$ cat config.mk
export PLATFORM = sky130hd
export DESIGN_NAME = osc_ctrl
export DESIGN_NICKNAME = d
export VERILOG_FILES = /design/src/osc_ctrl_pkg.sv /design/src/ratio_divider.sv /design/src/osc_ctrl.sv
export SDC_FILE = /design/constraint.sdc
export NUM_CORES = 1
export LEC_CHECK = 0
export CORE_AREA = 5 5 99 101
export DETAILED_ROUTE_END_ITERATION = 12
export DIE_AREA = 0 0 104 106
export DONT_BUFFER_PORTS = 1
export GPL_TIMING_DRIVEN = 0
export PLACE_DENSITY = 0.6
export SLEW_MARGIN = 5
export SYNTH_ARGS = -nofsm -noshare
export SYNTH_HDL_FRONTEND = slang
export SYNTH_SLANG_ARGS = --single-unit
export TNS_END_PERCENT = 10
$ cat constraint.sdc
create_clock -name SYS_CLK -period 1.7 [get_ports SYS_CLK]
set_input_delay 0 -clock SYS_CLK [delete_from_list [all_inputs] [get_ports SYS_CLK]]
set_output_delay 0 -clock SYS_CLK [all_outputs]
set_load 0.01 [all_outputs]
$ cat src/osc_ctrl_pkg.sv
// Register map, field positions, reset values and timing constants for the oscillator control block
package osc_ctrl_pkg;

  // Register byte offsets on the APB bus
  localparam logic [11:0] OFS_OSC_CONTROL  = 12'h000;
  localparam logic [11:0] OFS_CLOCK_DIV    = 12'h004;
  localparam logic [11:0] OFS_FAST_RC_TUNE = 12'h008;
  localparam logic [11:0] OFS_UNLOCK_KEY   = 12'h00C;

  // Oscillator control fields
  localparam int CUR_SEL_LSB      = 12;
  localparam int REQ_SEL_LSB      = 8;
  localparam int FREEZE_BIT       = 7;
  localparam int PLL_LOCK_BIT     = 5;
  localparam int FAIL_BIT         = 3;
  localparam int SEC_DRIVE_BIT    = 2;
  localparam int SEC_ENABLE_BIT   = 1;
  localparam int SWITCH_BIT       = 0;

  // Clock divider fields
  localparam int RECOVER_BIT      = 15;
  localparam int RATIO_LSB        = 12;
  localparam int RATIO_EN_BIT     = 11;
  localparam int POSTSCALE_LSB    = 8;

  // Reset values
  localparam logic [2:0] RATIO_RESET     = 3'h3;
  localparam logic [2:0] POSTSCALE_RESET = 3'h1;
  localparam logic [5:0] TRIM_RESET      = 6'h00;

  // Unlock keys written to the key register
  localparam logic [7:0] KEY_HI_FIRST  = 8'h78;
  localparam logic [7:0] KEY_HI_SECOND = 8'h9A;
  localparam logic [7:0] KEY_LO_FIRST  = 8'h46;
  localparam logic [7:0] KEY_LO_SECOND = 8'h57;

  // Source encodings
  localparam logic [2:0] SRC_FRC_DIV    = 3'h7;
  localparam logic [2:0] SRC_LPFRC_DIV  = 3'h6;
  localparam logic [2:0] SRC_LOW_POWER_RC_SOURCE       = 3'h5;
  localparam logic [2:0] SRC_SECONDARY  = 3'h4;
  localparam logic [2:0] SRC_PRIMARY_PL = 3'h3;
  localparam logic [2:0] SRC_PRIMARY    = 3'h2;
  localparam logic [2:0] SRC_FRC_PLL    = 3'h1;
  localparam logic [2:0] SRC_FRC        = 3'h0;

  // Primary submode encodings
  localparam logic [1:0] SUB_HS_XTAL  = 2'h2;
  localparam logic [1:0] SUB_STD_XTAL = 2'h1;
  localparam logic [1:0] SUB_EXT_CLK  = 2'h0;
  localparam logic [1:0] SUB_INTERNAL = 2'h3;

  // Settle time in new-source cycles before change-over
  localparam int SETTLE_CYCLES = 10;
  localparam logic [3:0] SETTLE_LAST = 4'(SETTLE_CYCLES - 1);

endpackage

$ cat src/ratio_divider.sv
// Power-of-two clock-enable divider used for doze and fast RC postscale
`timescale 1ns/1ns
`default_nettype none
module ratio_divider
  import osc_ctrl_pkg::*;
#(
  parameter int CNT_W = 8
) (
  // Clock and control
  input  wire logic             clk,
  input  wire logic             rst_n,
  input  wire logic             ce,
  // Divide select as a mask of low count bits
  input  wire logic [CNT_W-1:0] mask,
  // Tick high for one enabled (ce) cycle every divided period
  output logic                  tick
);
  // Counter width must be from 1 to 16 bits and stay small
  if (CNT_W < 1 || CNT_W > 16) begin : g_bad_width
    $error("ratio_divider: CNT_W out of range");
  end

  logic [CNT_W-1:0] cnt_q;
  logic [CNT_W-1:0] cnt_d;
  logic             tick_q;
  logic             tick_d;

  // Wrap when all masked bits are set; mask zero gives every cycle
  always_comb begin
    tick_d = ((cnt_q & mask) == mask);
    cnt_d  = tick_d ? '0 : cnt_q + CNT_W'(1);
  end

  always_ff @(posedge clk) begin
    if (!rst_n) begin
      cnt_q  <= '0;
      tick_q <= 1'b0;
    end else if (ce) begin
      cnt_q  <= cnt_d;
      tick_q <= tick_d;
    end
  end

  assign tick = tick_q;
endmodule
`default_nettype wire

$ cat src/osc_ctrl.sv
// Oscillator selection, switch sequencing, doze ratio and fast RC postscale control
`timescale 1ns/1ns
`default_nettype none
//
// Behaviour
// Switching allowed only when switch/monitor config msb is zero.
// Fail-safe monitor enabled only when both config bits are zero.
// Primary submode: 10 high-speed crystal, 01 standard crystal, 00 external.
// Unprogrammed device starts from fast RC divided, code 111, submode 11.
// Read-only current source field at bits 14-12, hardware updated.
// Requested source field at bits 10-8; reset from initial source config.
// Writing one to bit 0 starts switch; hardware clears on completion.
// With monitor on, set-only freeze bit blocks switch requests.
// With monitor off, freeze bit never blocks switching.
// PLL lock bit 5 reads one when locked or timer expired; no timer here, only PLL_LOCKED sets it.
// Lock bit forced zero on valid switch start and non-PLL modes.
// Clock fail flag set by hardware, software may only clear.
// Secondary drive bit 2 selects high power; no effect on digital input.
// Secondary enable bit 1 turns the 32 kHz oscillator on.
// Recover-on-interrupt clears doze enable on any interrupt.
// Ratio field bits 14-12: 000 is 1:1 up to 111 is 1:128.
// Doze enable bit 11 applies ratio; clear forces 1:1.
// For sources 111/110 postscaler divides 1,2,4,8,16,32,64,256.
// Postscaler resets to 001, ratio resets to 011.
// Six-bit trim field in tune register, reset zero.
// Unimplemented bits ignore writes and read zero.
// Switch to current source is redundant: clear request, no change.
// Wait 10 new-source cycles once running and PLL-locked.
// On completion copy requested into current field, clear request.
// Keys 78h,9Ah unlock high byte; 46h,57h unlock low byte.
// CPU clock enable divides peripheral rate by ratio during doze.
// Switch requests ignored when switching disabled; request stays zero.
module osc_ctrl
  import osc_ctrl_pkg::*;
(
  // Clock, reset, enable
  input  wire logic        SYS_CLK,
  input  wire logic        RST_N,
  input  wire logic        CLK_EN,
  // Non-volatile configuration
  input  wire logic [1:0]  SWITCH_MONITOR_CFG,
  input  wire logic [1:0]  PRIMARY_SUBMODE_CFG,
  input  wire logic [2:0]  INITIAL_SOURCE_CFG,
  input  wire logic        SECONDARY_SOURCE_CFG,
  // Analogue status
  input  wire logic        NEW_SRC_READY,
  input  wire logic        NEW_SRC_TICK,
  input  wire logic        PLL_LOCKED,
  input  wire logic        CLOCK_FAIL_DET,
  input  wire logic        IRQ_EVENT,
  // APB slave
  input  wire logic        PSEL,
  input  wire logic        PENABLE,
  input  wire logic        PWRITE,
  input  wire logic [11:0] PADDR,
  input  wire logic [31:0] PWDATA,
  output logic [31:0]      PRDATA,
  output logic             PREADY,
  output logic             PSLVERR,
  // Clock control outputs
  output logic [2:0]       ACTIVE_SOURCE,
  output logic [2:0]       TARGET_SOURCE,
  output logic             SWITCH_BUSY,
  output logic             FAIL_SAFE_ON,
  output logic             SECONDARY_OSC_ENABLE,
  output logic             SECONDARY_DRIVE_HIGH,
  output logic [5:0]       FAST_RC_TRIM,
  output logic             CPU_CLK_EN,
  output logic             SYS_CLK_EN
);

  typedef enum logic [1:0] {
    SW_IDLE   = 2'b00,
    SW_WAIT   = 2'b01,
    SW_SETTLE = 2'b10
  } sw_state_e;

  // Configuration decode
  logic switch_ok;
  logic fail_safe_monitor;
  logic uses_pll;
  assign switch_ok         = ~SWITCH_MONITOR_CFG[1];
  assign fail_safe_monitor = (SWITCH_MONITOR_CFG == 2'h0);

  // Registers
  sw_state_e  st_q, st_d;
  logic [2:0] cur_q, cur_d;
  logic [2:0] req_q, req_d;
  logic       sw_q, sw_d;
  logic       frz_q, frz_d;
  logic       lock_q, lock_d;
  logic       fail_q, fail_d;
  logic       sdrv_q, sdrv_d;
  logic       sen_q, sen_d;
  logic       roi_q, roi_d;
  logic [2:0] ratio_q, ratio_d;
  logic       cpu_ratio_enable_q, cpu_ratio_enable_d;
  logic [2:0] post_q, post_d;
  logic [5:0] trim_q, trim_d;
  logic [3:0] settle_q, settle_d;
  logic [1:0] key_hi_q, key_hi_d;
  logic [1:0] key_lo_q, key_lo_d;
  logic       init_q;
  logic [31:0] prdata_q, prdata_d;
  logic        pready_q, pready_d;

  // APB decode, one wait state: answer in the cycle after the access phase
  logic acc, wr, rd;
  logic [15:0] wd;
  assign acc = PSEL & PENABLE & ~pready_q;
  assign wr  = acc & PWRITE;
  assign rd  = acc & ~PWRITE;
  assign wd  = PWDATA[15:0];

  logic hit_ctl, hit_div, hit_tun, hit_key;
  assign hit_ctl = (PADDR == OFS_OSC_CONTROL);
  assign hit_div = (PADDR == OFS_CLOCK_DIV);
  assign hit_tun = (PADDR == OFS_FAST_RC_TUNE);
  assign hit_key = (PADDR == OFS_UNLOCK_KEY);

  // Which sources run through the PLL
  assign uses_pll = (cur_q == SRC_PRIMARY_PL) || (cur_q == SRC_FRC_PLL);

  logic freeze_blocks;
  assign freeze_blocks = fail_safe_monitor & frz_q;

  // Next-state for control register, switch sequencer and key tracking
  always_comb begin
    st_d     = st_q;
    cur_d    = cur_q;
    req_d    = req_q;
    sw_d     = sw_q;
    frz_d    = frz_q;
    lock_d   = lock_q;
    fail_d   = fail_q;
    sdrv_d   = sdrv_q;
    sen_d    = sen_q;
    roi_d    = roi_q;
    ratio_d  = ratio_q;
    cpu_ratio_enable_d  = cpu_ratio_enable_q;
    post_d   = post_q;
    trim_d   = trim_q;
    settle_d = settle_q;
    key_hi_d = key_hi_q;
    key_lo_d = key_lo_q;

    // Unlock keys must arrive back to back on the key register
    if (wr && hit_key) begin
      if (wd[15:8] == KEY_HI_FIRST)
        key_hi_d = 2'h1;
      else if (wd[15:8] == KEY_HI_SECOND && key_hi_q == 2'h1)
        key_hi_d = 2'h2;
      else
        key_hi_d = 2'h0;
      if (wd[7:0] == KEY_LO_FIRST)
        key_lo_d = 2'h1;
      else if (wd[7:0] == KEY_LO_SECOND && key_lo_q == 2'h1)
        key_lo_d = 2'h2;
      else
        key_lo_d = 2'h0;
    end else if (wr) begin
      // Any other write consumes an open unlock window
      key_hi_d = 2'h0;
      key_lo_d = 2'h0;
    end

    if (wr && hit_ctl) begin
      if (key_hi_q == 2'h2)
        req_d = wd[REQ_SEL_LSB +: 3];
      if (key_lo_q == 2'h2) begin
        frz_d  = frz_q | wd[FREEZE_BIT];
        fail_d = fail_q & wd[FAIL_BIT];
        sdrv_d = wd[SEC_DRIVE_BIT];
        sen_d  = wd[SEC_ENABLE_BIT];
        if (wd[SWITCH_BIT] && switch_ok && !freeze_blocks)
          sw_d = 1'b1;
      end
    end
    if (wr && hit_div) begin
      roi_d   = wd[RECOVER_BIT];
      ratio_d = wd[RATIO_LSB +: 3];
      cpu_ratio_enable_d = wd[RATIO_EN_BIT];
      post_d  = wd[POSTSCALE_LSB +: 3];
    end
    if (wr && hit_tun)
      trim_d = wd[5:0];

    // Interrupt recovery wins over a same-cycle write
    if (IRQ_EVENT && roi_q)
      cpu_ratio_enable_d = 1'b0;

    // Hardware-set fail flag wins over software clear
    if (CLOCK_FAIL_DET && fail_safe_monitor)
      fail_d = 1'b1;

    // Lock tracking outside a switch
    if (st_q == SW_IDLE)
      lock_d = uses_pll & PLL_LOCKED;

    case (st_q)
      SW_IDLE: begin
        if (sw_q) begin
          if (req_q == cur_q) begin
            sw_d = 1'b0;
          end else begin
            lock_d   = 1'b0;
            fail_d   = CLOCK_FAIL_DET & fail_safe_monitor;
            settle_d = 4'h0;
            st_d     = SW_WAIT;
          end
        end
      end
      SW_WAIT: begin
        lock_d = 1'b0;
        if (NEW_SRC_READY &&
            (!(req_q == SRC_PRIMARY_PL || req_q == SRC_FRC_PLL) || PLL_LOCKED))
          st_d = SW_SETTLE;
      end
      SW_SETTLE: begin
        lock_d = (req_q == SRC_PRIMARY_PL || req_q == SRC_FRC_PLL) & PLL_LOCKED;
        if (NEW_SRC_TICK) begin
          if (settle_q == SETTLE_LAST) begin
            cur_d = req_q;
            sw_d  = 1'b0;
            st_d  = SW_IDLE;
          end else begin
            settle_d = settle_q + 4'h1;
          end
        end
      end
      default: st_d = SW_IDLE;
    endcase

    // Switching disabled keeps request low and selection at configuration
    if (!switch_ok) begin
      sw_d  = 1'b0;
      st_d  = SW_IDLE;
      cur_d = INITIAL_SOURCE_CFG;
    end
  end

  // Register read mux; unimplemented bits read zero
  always_comb begin
    prdata_d = 32'h0000_0000;
    if (rd && hit_ctl) begin
      prdata_d[CUR_SEL_LSB +: 3] = cur_q;
      prdata_d[REQ_SEL_LSB +: 3] = req_q;
      prdata_d[FREEZE_BIT]       = frz_q;
      prdata_d[PLL_LOCK_BIT]     = lock_q;
      prdata_d[FAIL_BIT]         = fail_q;
      prdata_d[SEC_DRIVE_BIT]    = sdrv_q;
      prdata_d[SEC_ENABLE_BIT]   = sen_q;
      prdata_d[SWITCH_BIT]       = sw_q;
    end else if (rd && hit_div) begin
      prdata_d[RECOVER_BIT]        = roi_q;
      prdata_d[RATIO_LSB +: 3]     = ratio_q;
      prdata_d[RATIO_EN_BIT]       = cpu_ratio_enable_q;
      prdata_d[POSTSCALE_LSB +: 3] = post_q;
    end else if (rd && hit_tun) begin
      prdata_d[5:0] = trim_q;
    end
    pready_d = acc;
  end

  // Requested source and current source load from straps after reset release
  always_ff @(posedge SYS_CLK) begin
    if (!RST_N) begin
      st_q     <= SW_IDLE;
      cur_q    <= SRC_FRC_DIV;
      req_q    <= SRC_FRC_DIV;
      sw_q     <= 1'b0;
      frz_q    <= 1'b0;
      lock_q   <= 1'b0;
      fail_q   <= 1'b0;
      sdrv_q   <= 1'b0;
      sen_q    <= 1'b0;
      roi_q    <= 1'b0;
      ratio_q  <= RATIO_RESET;
      cpu_ratio_enable_q  <= 1'b0;
      post_q   <= POSTSCALE_RESET;
      trim_q   <= TRIM_RESET;
      settle_q <= 4'h0;
      key_hi_q <= 2'h0;
      key_lo_q <= 2'h0;
      init_q   <= 1'b1;
      prdata_q <= 32'h0000_0000;
      pready_q <= 1'b0;
    end else if (CLK_EN) begin
      if (init_q) begin
        // Strap capture after release, before any request can land
        cur_q  <= INITIAL_SOURCE_CFG;
        req_q  <= INITIAL_SOURCE_CFG;
        init_q <= 1'b0;
      end else begin
        st_q   <= st_d;
        cur_q  <= cur_d;
        req_q  <= req_d;
      end
      sw_q     <= sw_d;
      frz_q    <= frz_d;
      lock_q   <= lock_d;
      fail_q   <= fail_d;
      sdrv_q   <= sdrv_d;
      sen_q    <= sen_d;
      roi_q    <= roi_d;
      ratio_q  <= ratio_d;
      cpu_ratio_enable_q  <= cpu_ratio_enable_d;
      post_q   <= post_d;
      trim_q   <= trim_d;
      settle_q <= settle_d;
      key_hi_q <= key_hi_d;
      key_lo_q <= key_lo_d;
      prdata_q <= prdata_d;
      pready_q <= pready_d;
    end
  end

  // Divider masks: doze ratio, and postscale with the 256 step at code 111
  logic [7:0] doze_mask, post_mask;
  logic       doze_tick, post_tick;
  logic       post_used;
  assign doze_mask = cpu_ratio_enable_q ? 8'((9'h001 << ratio_q) - 9'h001) : 8'h00;
  assign post_used = (cur_q == SRC_FRC_DIV) || (cur_q == SRC_LPFRC_DIV);
  assign post_mask = !post_used ? 8'h00 :
                     (post_q == 3'h7) ? 8'hFF :
                     8'((9'h001 << post_q) - 9'h001);

  ratio_divider #(.CNT_W(8)) u_doze (
    .clk   (SYS_CLK),
    .rst_n (RST_N),
    .ce    (CLK_EN & post_tick),
    .mask  (doze_mask),
    .tick  (doze_tick)
  );

  ratio_divider #(.CNT_W(8)) u_post (
    .clk   (SYS_CLK),
    .rst_n (RST_N),
    .ce    (CLK_EN),
    .mask  (post_mask),
    .tick  (post_tick)
  );

  // Registered outputs
  // Drive request is meaningless for a digital clock input, so it is masked
  logic cpu_en_q, sys_en_q, drv_q;
  always_ff @(posedge SYS_CLK) begin
    if (!RST_N) begin
      cpu_en_q <= 1'b0;
      sys_en_q <= 1'b0;
      drv_q    <= 1'b0;
    end else if (CLK_EN) begin
      drv_q    <= sdrv_q & SECONDARY_SOURCE_CFG;
      sys_en_q <= post_tick;
      cpu_en_q <= post_tick & (doze_tick | ~cpu_ratio_enable_q);
    end
  end

  assign PRDATA               = prdata_q;
  assign PREADY               = pready_q;
  assign PSLVERR              = 1'b0;
  assign ACTIVE_SOURCE        = cur_q;
  assign TARGET_SOURCE        = req_q;
  assign SWITCH_BUSY          = sw_q;
  assign FAIL_SAFE_ON         = frz_q;
  assign SECONDARY_OSC_ENABLE = sen_q;
  assign SECONDARY_DRIVE_HIGH = drv_q;
  assign FAST_RC_TRIM         = trim_q;
  assign CPU_CLK_EN           = cpu_en_q;
  assign SYS_CLK_EN           = sys_en_q;

  // Checks
  chk_redundant_abort: assert property (@(posedge SYS_CLK) disable iff (!RST_N)
    CLK_EN && st_q == SW_IDLE && sw_q && req_q == cur_q && switch_ok && !init_q
    |=> !sw_q || !$stable(req_q))
    else $error("redundant switch not aborted");
  chk_no_switch_off: assert property (@(posedge SYS_CLK) disable iff (!RST_N)
    !switch_ok && CLK_EN |=> !sw_q)
    else $error("switch request held while disabled");
  chk_lock_nonpll: assert property (@(posedge SYS_CLK) disable iff (!RST_N)
    CLK_EN && st_q == SW_IDLE && !uses_pll |=> !lock_q)
    else $error("lock set in non-PLL mode");
  chk_fail_sticky: assert property (@(posedge SYS_CLK) disable iff (!RST_N)
    CLK_EN && CLOCK_FAIL_DET && fail_safe_monitor |=> fail_q)
    else $error("fail flag not set");
  chk_recover_irq: assert property (@(posedge SYS_CLK) disable iff (!RST_N)
    CLK_EN && IRQ_EVENT && roi_q |=> !cpu_ratio_enable_q)
    else $error("doze not cleared on interrupt");
  chk_freeze_stays: assert property (@(posedge SYS_CLK) disable iff (!RST_N)
    frz_q |=> frz_q)
    else $error("freeze bit cleared");
  chk_settle_done: assert property (@(posedge SYS_CLK) disable iff (!RST_N)
    CLK_EN && st_q == SW_SETTLE && NEW_SRC_TICK && settle_q == SETTLE_LAST && switch_ok
    |=> cur_q == $past(req_q) && !sw_q)
    else $error("switch completion wrong");
  chk_key_gate: assert property (@(posedge SYS_CLK) disable iff (!RST_N)
    CLK_EN && !init_q && wr && hit_ctl && key_hi_q != 2'h2 |=> $stable(req_q))
    else $error("selection written without unlock");
endmodule
`default_nettype wire

Word level (Yosys, flattened, before mapping)
Cells that the tools add are included.
{"block": "classes", "n_reduce_logical": 40, "add_sub_neg": 5, "n_eq_ne": 33, "n_shift": 2, "bitwise_logic": 21, "mux": 64}
{"cell": "two-way mux 8 bit", "count": 6}
{"cell": "two-way mux 3 bit", "count": 10}
{"cell": "two-way mux 2 bit", "count": 13}
{"cell": "equality test 12 x 4 -> 1 bit, second input constant", "count": 2}
{"cell": "equality test 8 x 7 -> 1 bit, second input constant", "count": 3}
{"cell": "two-way mux 1 bit", "count": 24}
{"cell": "two-way mux 4 bit", "count": 5}
{"cell": "adder 8 x 1 -> 8 bit, second input constant", "count": 2}
{"cell": "bitwise AND 8 bit", "count": 2}
{"cell": "equality test 8 bit", "count": 2}
{"cell": "<< shifter 1 x 3 -> 8 bit, first input constant", "count": 2}
{"cell": "subtractor 8 x 1 -> 8 bit, second input constant", "count": 2}
{"cell": "inequality test 3 bit, second input constant", "count": 5}
{"cell": "logical AND 1 bit", "count": 14}
{"cell": "bitwise AND 1 bit", "count": 12}
{"cell": "equality test 12 x 3 -> 1 bit, second input constant", "count": 1}
{"cell": "zero test 12 bit", "count": 1}
{"cell": "two-way mux 6 bit", "count": 2}
{"cell": "nonzero test 2 bit", "count": 5}
{"cell": "equality test 3 bit, second input constant", "count": 3}
{"cell": "nonzero test 3 bit", "count": 3}
{"cell": "equality test 8 bit, second input constant", "count": 1}
{"cell": "inequality test 2 bit, second input constant", "count": 4}
{"cell": "case mux 4 bit (2 select lines)", "count": 1}
{"cell": "20 further kinds", "count": 40}
{"block": "word_totals", "ff_bits": 74, "in_bits": 63, "elab_cells": 192, "output_inout_bits": 52}

Depth between registers and ports, before layout
{"block": "depth", "ltp_word": 11, "ltp_mapped": 6, "ltp_nobuf": 6}

Modules after synthesis
Synthesis repeated with hierarchy kept, for this count alone.
{"block": "hier_totals", "cells_unflattened": 467, "area_unflattened_um2": 3995.1}
{"module": "osc_ctrl", "cells_per_inst": 363, "n_inst": 1, "area_each_um2": 3034.2}
{"module": "ratio_divider", "cells_per_inst": 52, "n_inst": 2, "area_each_um2": 480.5}

Least setup slack after synthesis
Ideal clock, no wire load.
{"block": "synth_timing", "kind": "reg2reg", "startpoint": "register pready_q, in the netlist PREADY", "endpoint": "register cpu_ratio_enable_q", "setup_time_ns": 0.137, "required_ns": 1.563, "slack_ns": 0.107, "path_stages_with_launch": 6, "arrival_ns": 1.457, "path_cell_list": "dfxtp_1 -> nand3b_1 -> or4_1 -> buf_2 -> o21ai_1 -> a211oi_1"}
{"block": "synth_between", "elab_chain_cells": 6}
{"element": "start: declaration", "line": "osc_ctrl.sv:105", "text": "logic pready_q, pready_d;"}
{"element": "start signal: assignment", "line": "osc_ctrl.sv:314", "text": "pready_q <= pready_d;"}
{"element": "NOT 1 bit", "line": "osc_ctrl.sv:110", "text": "assign acc = PSEL & PENABLE & ~pready_q;"}
{"element": "bitwise AND 1 bit", "line": "osc_ctrl.sv:110"}
{"element": "bitwise AND 1 bit", "line": "osc_ctrl.sv:111", "text": "assign wr = acc & PWRITE;"}
{"element": "logical AND 1 bit", "line": "osc_ctrl.sv:179", "text": "if (wr && hit_div) begin"}
{"element": "nonzero test 2 bit (no source line)"}
{"element": "AND reduction 2 bit (no source line)"}
{"element": "end signal: assignment", "line": "osc_ctrl.sv:307", "text": "cpu_ratio_enable_q <= cpu_ratio_enable_d;"}
{"element": "end: declaration", "line": "osc_ctrl.sv:97", "text": "logic cpu_ratio_enable_q, cpu_ratio_enable_d;"}
Every way passes these cells.
A chain may end at the register's enable or synchronous reset.

Worst setup path after layout
{"block": "layout_timing", "startpoint": "register pready_q, in the netlist PREADY", "endpoint": "register fail_q"}
{"block": "layout_between", "elab_chain_cells": 9}
{"element": "NOT 1 bit *", "line": "osc_ctrl.sv:110"}
{"element": "bitwise AND 1 bit *", "line": "osc_ctrl.sv:110"}
{"element": "bitwise AND 1 bit *", "line": "osc_ctrl.sv:111"}
{"element": "logical AND 1 bit *", "line": "osc_ctrl.sv:167", "text": "if (wr && hit_ctl) begin"}
{"element": "two-way mux 1 bit *", "line": "osc_ctrl.sv:167"}
{"element": "two-way mux 1 bit *", "line": "osc_ctrl.sv:193", "text": "if (CLOCK_FAIL_DET && fail_safe_monitor)"}
{"element": "two-way mux 1 bit", "line": "osc_ctrl.sv:203", "text": "if (req_q == cur_q) begin"}
{"element": "two-way mux 1 bit", "line": "osc_ctrl.sv:202", "text": "if (sw_q) begin"}
{"element": "two-way mux 1 bit *", "line": "osc_ctrl.sv:200", "text": "case (st_q)"}
{"element": "end signal: assignment", "line": "osc_ctrl.sv:302", "text": "fail_q <= fail_d;"}
{"element": "end: declaration", "line": "osc_ctrl.sv:92", "text": "logic fail_q, fail_d;"}
Every way passes the cells marked *; elsewhere a longest branch is shown, timed or not.

==> impl_metrics.yaml <==
yosys:
  syn_area_mm2: 0.003856
  synth_cell_types: 62
  syn_inst: 457
  ys_warn_count: 0
  synth_edf_count: 0
  syn_area_per_cell_um2: 8.438
  synth_seq_area_share: 0.3790
  synth_ff_type: "dfxtp_1"
  synth_seq_cells: 73
  synthArstFlopShare: 0
sta:
  tns_ns: -0.2181
  setup_ws_ns: -0.04341
  whs_ns: 0.02271
  slew_viol_final: 0
  finalSetupViolCount: 11
  hold_viol: 0
  fmax_mhz: 573.6
  worstMarginPinSlew_ns: 0.7946
  grt_setup_unrepaired: "true"
  timing.final.crit_share: 1.026
  period_needed_ns: 1.743
  relSlewSlack: 0.4662
  finClkSkew_ns: 0.01146
clock_tree:
  clk_pin_slew_ns: 0.09
  numCtsBuffers: 9
  cts_buffer_depth: 2
  cts-htree-levels: 3
  cts-root-buf: "clkbuf_8"
  clock_latency_ns: 0.36
  cts_tree: "built"
  cts.sinks: 73
final_layout:
  nNetsFinal: 587
  stdcell_count: 635
  drive_gt1_frac: 0.1317
  num_antenna_cells: 0
  syn2layout_area_growth_pct: 22.06
power:
  p_per_area_mw_per_mm2: 795.7
  p_total_mw: 3.746
  p_leak_nw: 1.626
  peakVddDrop_mv: 0.4183
run_status:
  violations: "setup timing"
  outcome: "complete, but fails checks"
worst_setup_path:
  crit_path_end_kind: "flop"
  cp.arrival_ns: 1.96
  cp-start-kind: "flop"
  critPathKind: "reg2reg"
  slowest_stage: "or4b_4"
  worstPathCellList: "nand3b_1, buf_4, or4b_4, o31ai_4, a211oi_1"
  slowest_delay_ns: 0.58
  cp.required_ns: 1.92
  cp_max_fo: 4
floorplan:
  core_area_mm2: 0.008934
  initial_core_util: 0.4317
  die_y_um: 106
  die_w_um: 104
  placementRows: 35
  die_area_mm2: 0.01102
  io-pin-count: 115
place:
  gp_congestion: 0.8688
  placedCellCount: 585
  portBuffers: 0
  dpl.hpwl_um: 8979
route:
  drc: 0
  drt_wl_total_um: 12690
  viasPerCell: 5.986
  firstDrtPassIters: 5
  wl_per_cell_um: 19.99
  ant_nets: 0
  vias: 3801
  drt_iter0_drc: 281
global_route:
  grt_overflow_total: 0
  antenna_found_initial: 0
  grt_first_pass_wirelength_um: 20360
  grt_pass1_vias: 3743
  track_usage: 0.2283
  grt_max_degree: 14
flow_run:
  drv_cap: 0
worst_hold_path:
  hold_class: "in2reg"
## cell usage after synthesis (3+ instances only)
library cell | n | area share
dfxtp_1 | 73 | 0.38
nand3_1 | 48 | 0.062
a21oi_1 | 26 | 0.034
nand2_1 | 26 | 0.025
clkbuf_1 | 23 | 0.022
o21ai_0 | 22 | 0.029
buf_4 | 19 | 0.037
a211oi_1 | 18 | 0.035
nor2_1 | 16 | 0.016
xor2_1 | 13 | 0.030
a31oi_1 | 12 | 0.019
nand2b_1 | 12 | 0.019
o31ai_1 | 12 | 0.023
nand4_1 | 11 | 0.018
mux2i_1 | 10 | 0.026
and3_1 | 8 | 0.013
nand3b_1 | 8 | 0.016
o21ai_1 | 8 | 0.010
nand4b_1 | 7 | 0.016
inv_1 | 6 | 0.0058
nor2b_1 | 6 | 0.0097
nor3_1 | 5 | 0.0065
ha_1 | 4 | 0.013
xnor2_1 | 4 | 0.0091
a21boi_0 | 3 | 0.0058
and4_1 | 3 | 0.0068
buf_1 | 3 | 0.0029
buf_2 | 3 | 0.0039
nor4_1 | 3 | 0.0049
o21bai_1 | 3 | 0.0058
or4_1 | 3 | 0.0058
## registers in the layout, summed over array words and instances (netlist names), 2 cells and up
signal / flops
ACTIVE_SOURCE: 3
st_q: 2
u_post.cnt_q: 8
settle_q: 4
TARGET_SOURCE: 3
PRDATA: 15
post_q: 3
key_hi_q: 2
u_doze.cnt_q: 7
ratio_q: 3
FAST_RC_TRIM: 6
key_lo_q: 2
## per-stage QoR
step,instance area [µm²],worst slack (ns),utilization
after floorplan,3920,0.1065,-
after global routing,4707,-0.1186,0.5269
after global placement,4059,-0.1632,0.4543
after detailed placement,4059,-0.1886,0.4543
final,4707,-0.04341,0.5269
after CTS,4638,-0.01180,0.5192
## report_power, final
part | total [mW] | switching [mW] | leakage, nW | internal, mW
Combinational | 0.394 | 0.227 | 0.932 | 0.166
Clock | 1.54 | 0.714 | 0.102 | 0.826
Sequential | 1.81 | 0.0645 | 0.592 | 1.75
Total | 3.75 | 1.01 | 1.63 | 2.74
## timing repair
action / 4_1_cts / 5_1_grt
pin swaps: 2 / 0
endpoints found under the hold margin: 37 / 0
hold buffers: 29 / 0
setup buffers: 6 / 0
setup endpoints to repair: 46 / 31
resized for setup: 7 / 20
## path summary, 6_finish.rpt
check	startpoint	to	slack, ns	cells after the start
setup reg to reg	PREADY$_SDFFE_PN0P_	fail_q$_SDFFE_PN0P_	-0.04	5
hold reg to reg	key_lo_q[1]$_SDFFE_PN0P_	key_lo_q[1]$_SDFFE_PN0P_	0.48	1
hold / removal	INITIAL_SOURCE_CFG[0]	ACTIVE_SOURCE[0]$_SDFFE_PN1P_	0.02	3
setup / recovery	PREADY$_SDFFE_PN0P_	fail_q$_SDFFE_PN0P_	-0.04	5
## kinds of logic (layout without fill, tap and decap cells)
kind of cell,count (synthesis),count (layout),synth area share
compound gates,122,122,0.2028
xor+xnor,17,17,0.03861
fa+ha+maj,4,4,0.01298
buf+inv,55,105,0.07495
flops,73,73,0.3790
mux,10,10,0.02596
other cells,1,18,0.0009725
simple gates,175,175,0.2648
## placed cells by master, fill, tap and decap left out, types with 12 or more instances in the layout
cell,n
nand2b_1,12
xor2_1,12
nand2_1,26
a31oi_1,12
nand3_1,48
dfxtp_1,68
clkbuf_1,21
a21oi_1,26
o21ai_0,21
conb_1,18
buf_4,24
nor2_1,15
dlygate4sd3_1,29
a211oi_1,18
## layer usage
layer / global-route usage / part of all wire / vias up / wire length, µm
li1: - / - / 1794 / -
met4: 0.09621 / 0.030 / 0 / 378
met1: 0.2931 / 0.42 / 1807 / 5313
met2: 0.3675 / 0.47 / 173 / 5923
met5: 0 / 0 / - / 0
met3: 0.05343 / 0.085 / 27 / 1076
## critical path, delay by kind of cell, from the launching register on
kind / cells / cell delay, ns
buffers and inverters: 1 / 0.17
AOI/OAI and AO/OA: 2 / 0.29
and+or+nand+nor: 2 / 0.78
DFF: 1 / 0.37
## layout make-up
| class | count | area [µm²] |
|---|---|---|
| Clock inverter | 6 | 92.59 |
| Inverter | 6 | 22.52 |
| Sequential cell | 73 | 1470 |
| Clock buffer | 9 | 123.9 |
| Timing Repair Buffer | 35 | 347.8 |
| Multi-Input combinational cell | 346 | 2240 |
| Tap cell | 111 | 138.9 |
| Fill cell | 858 | 4227 |
| Buffer | 49 | 271.5 |
No activity file was read; power rests on OpenSTA's default activity.
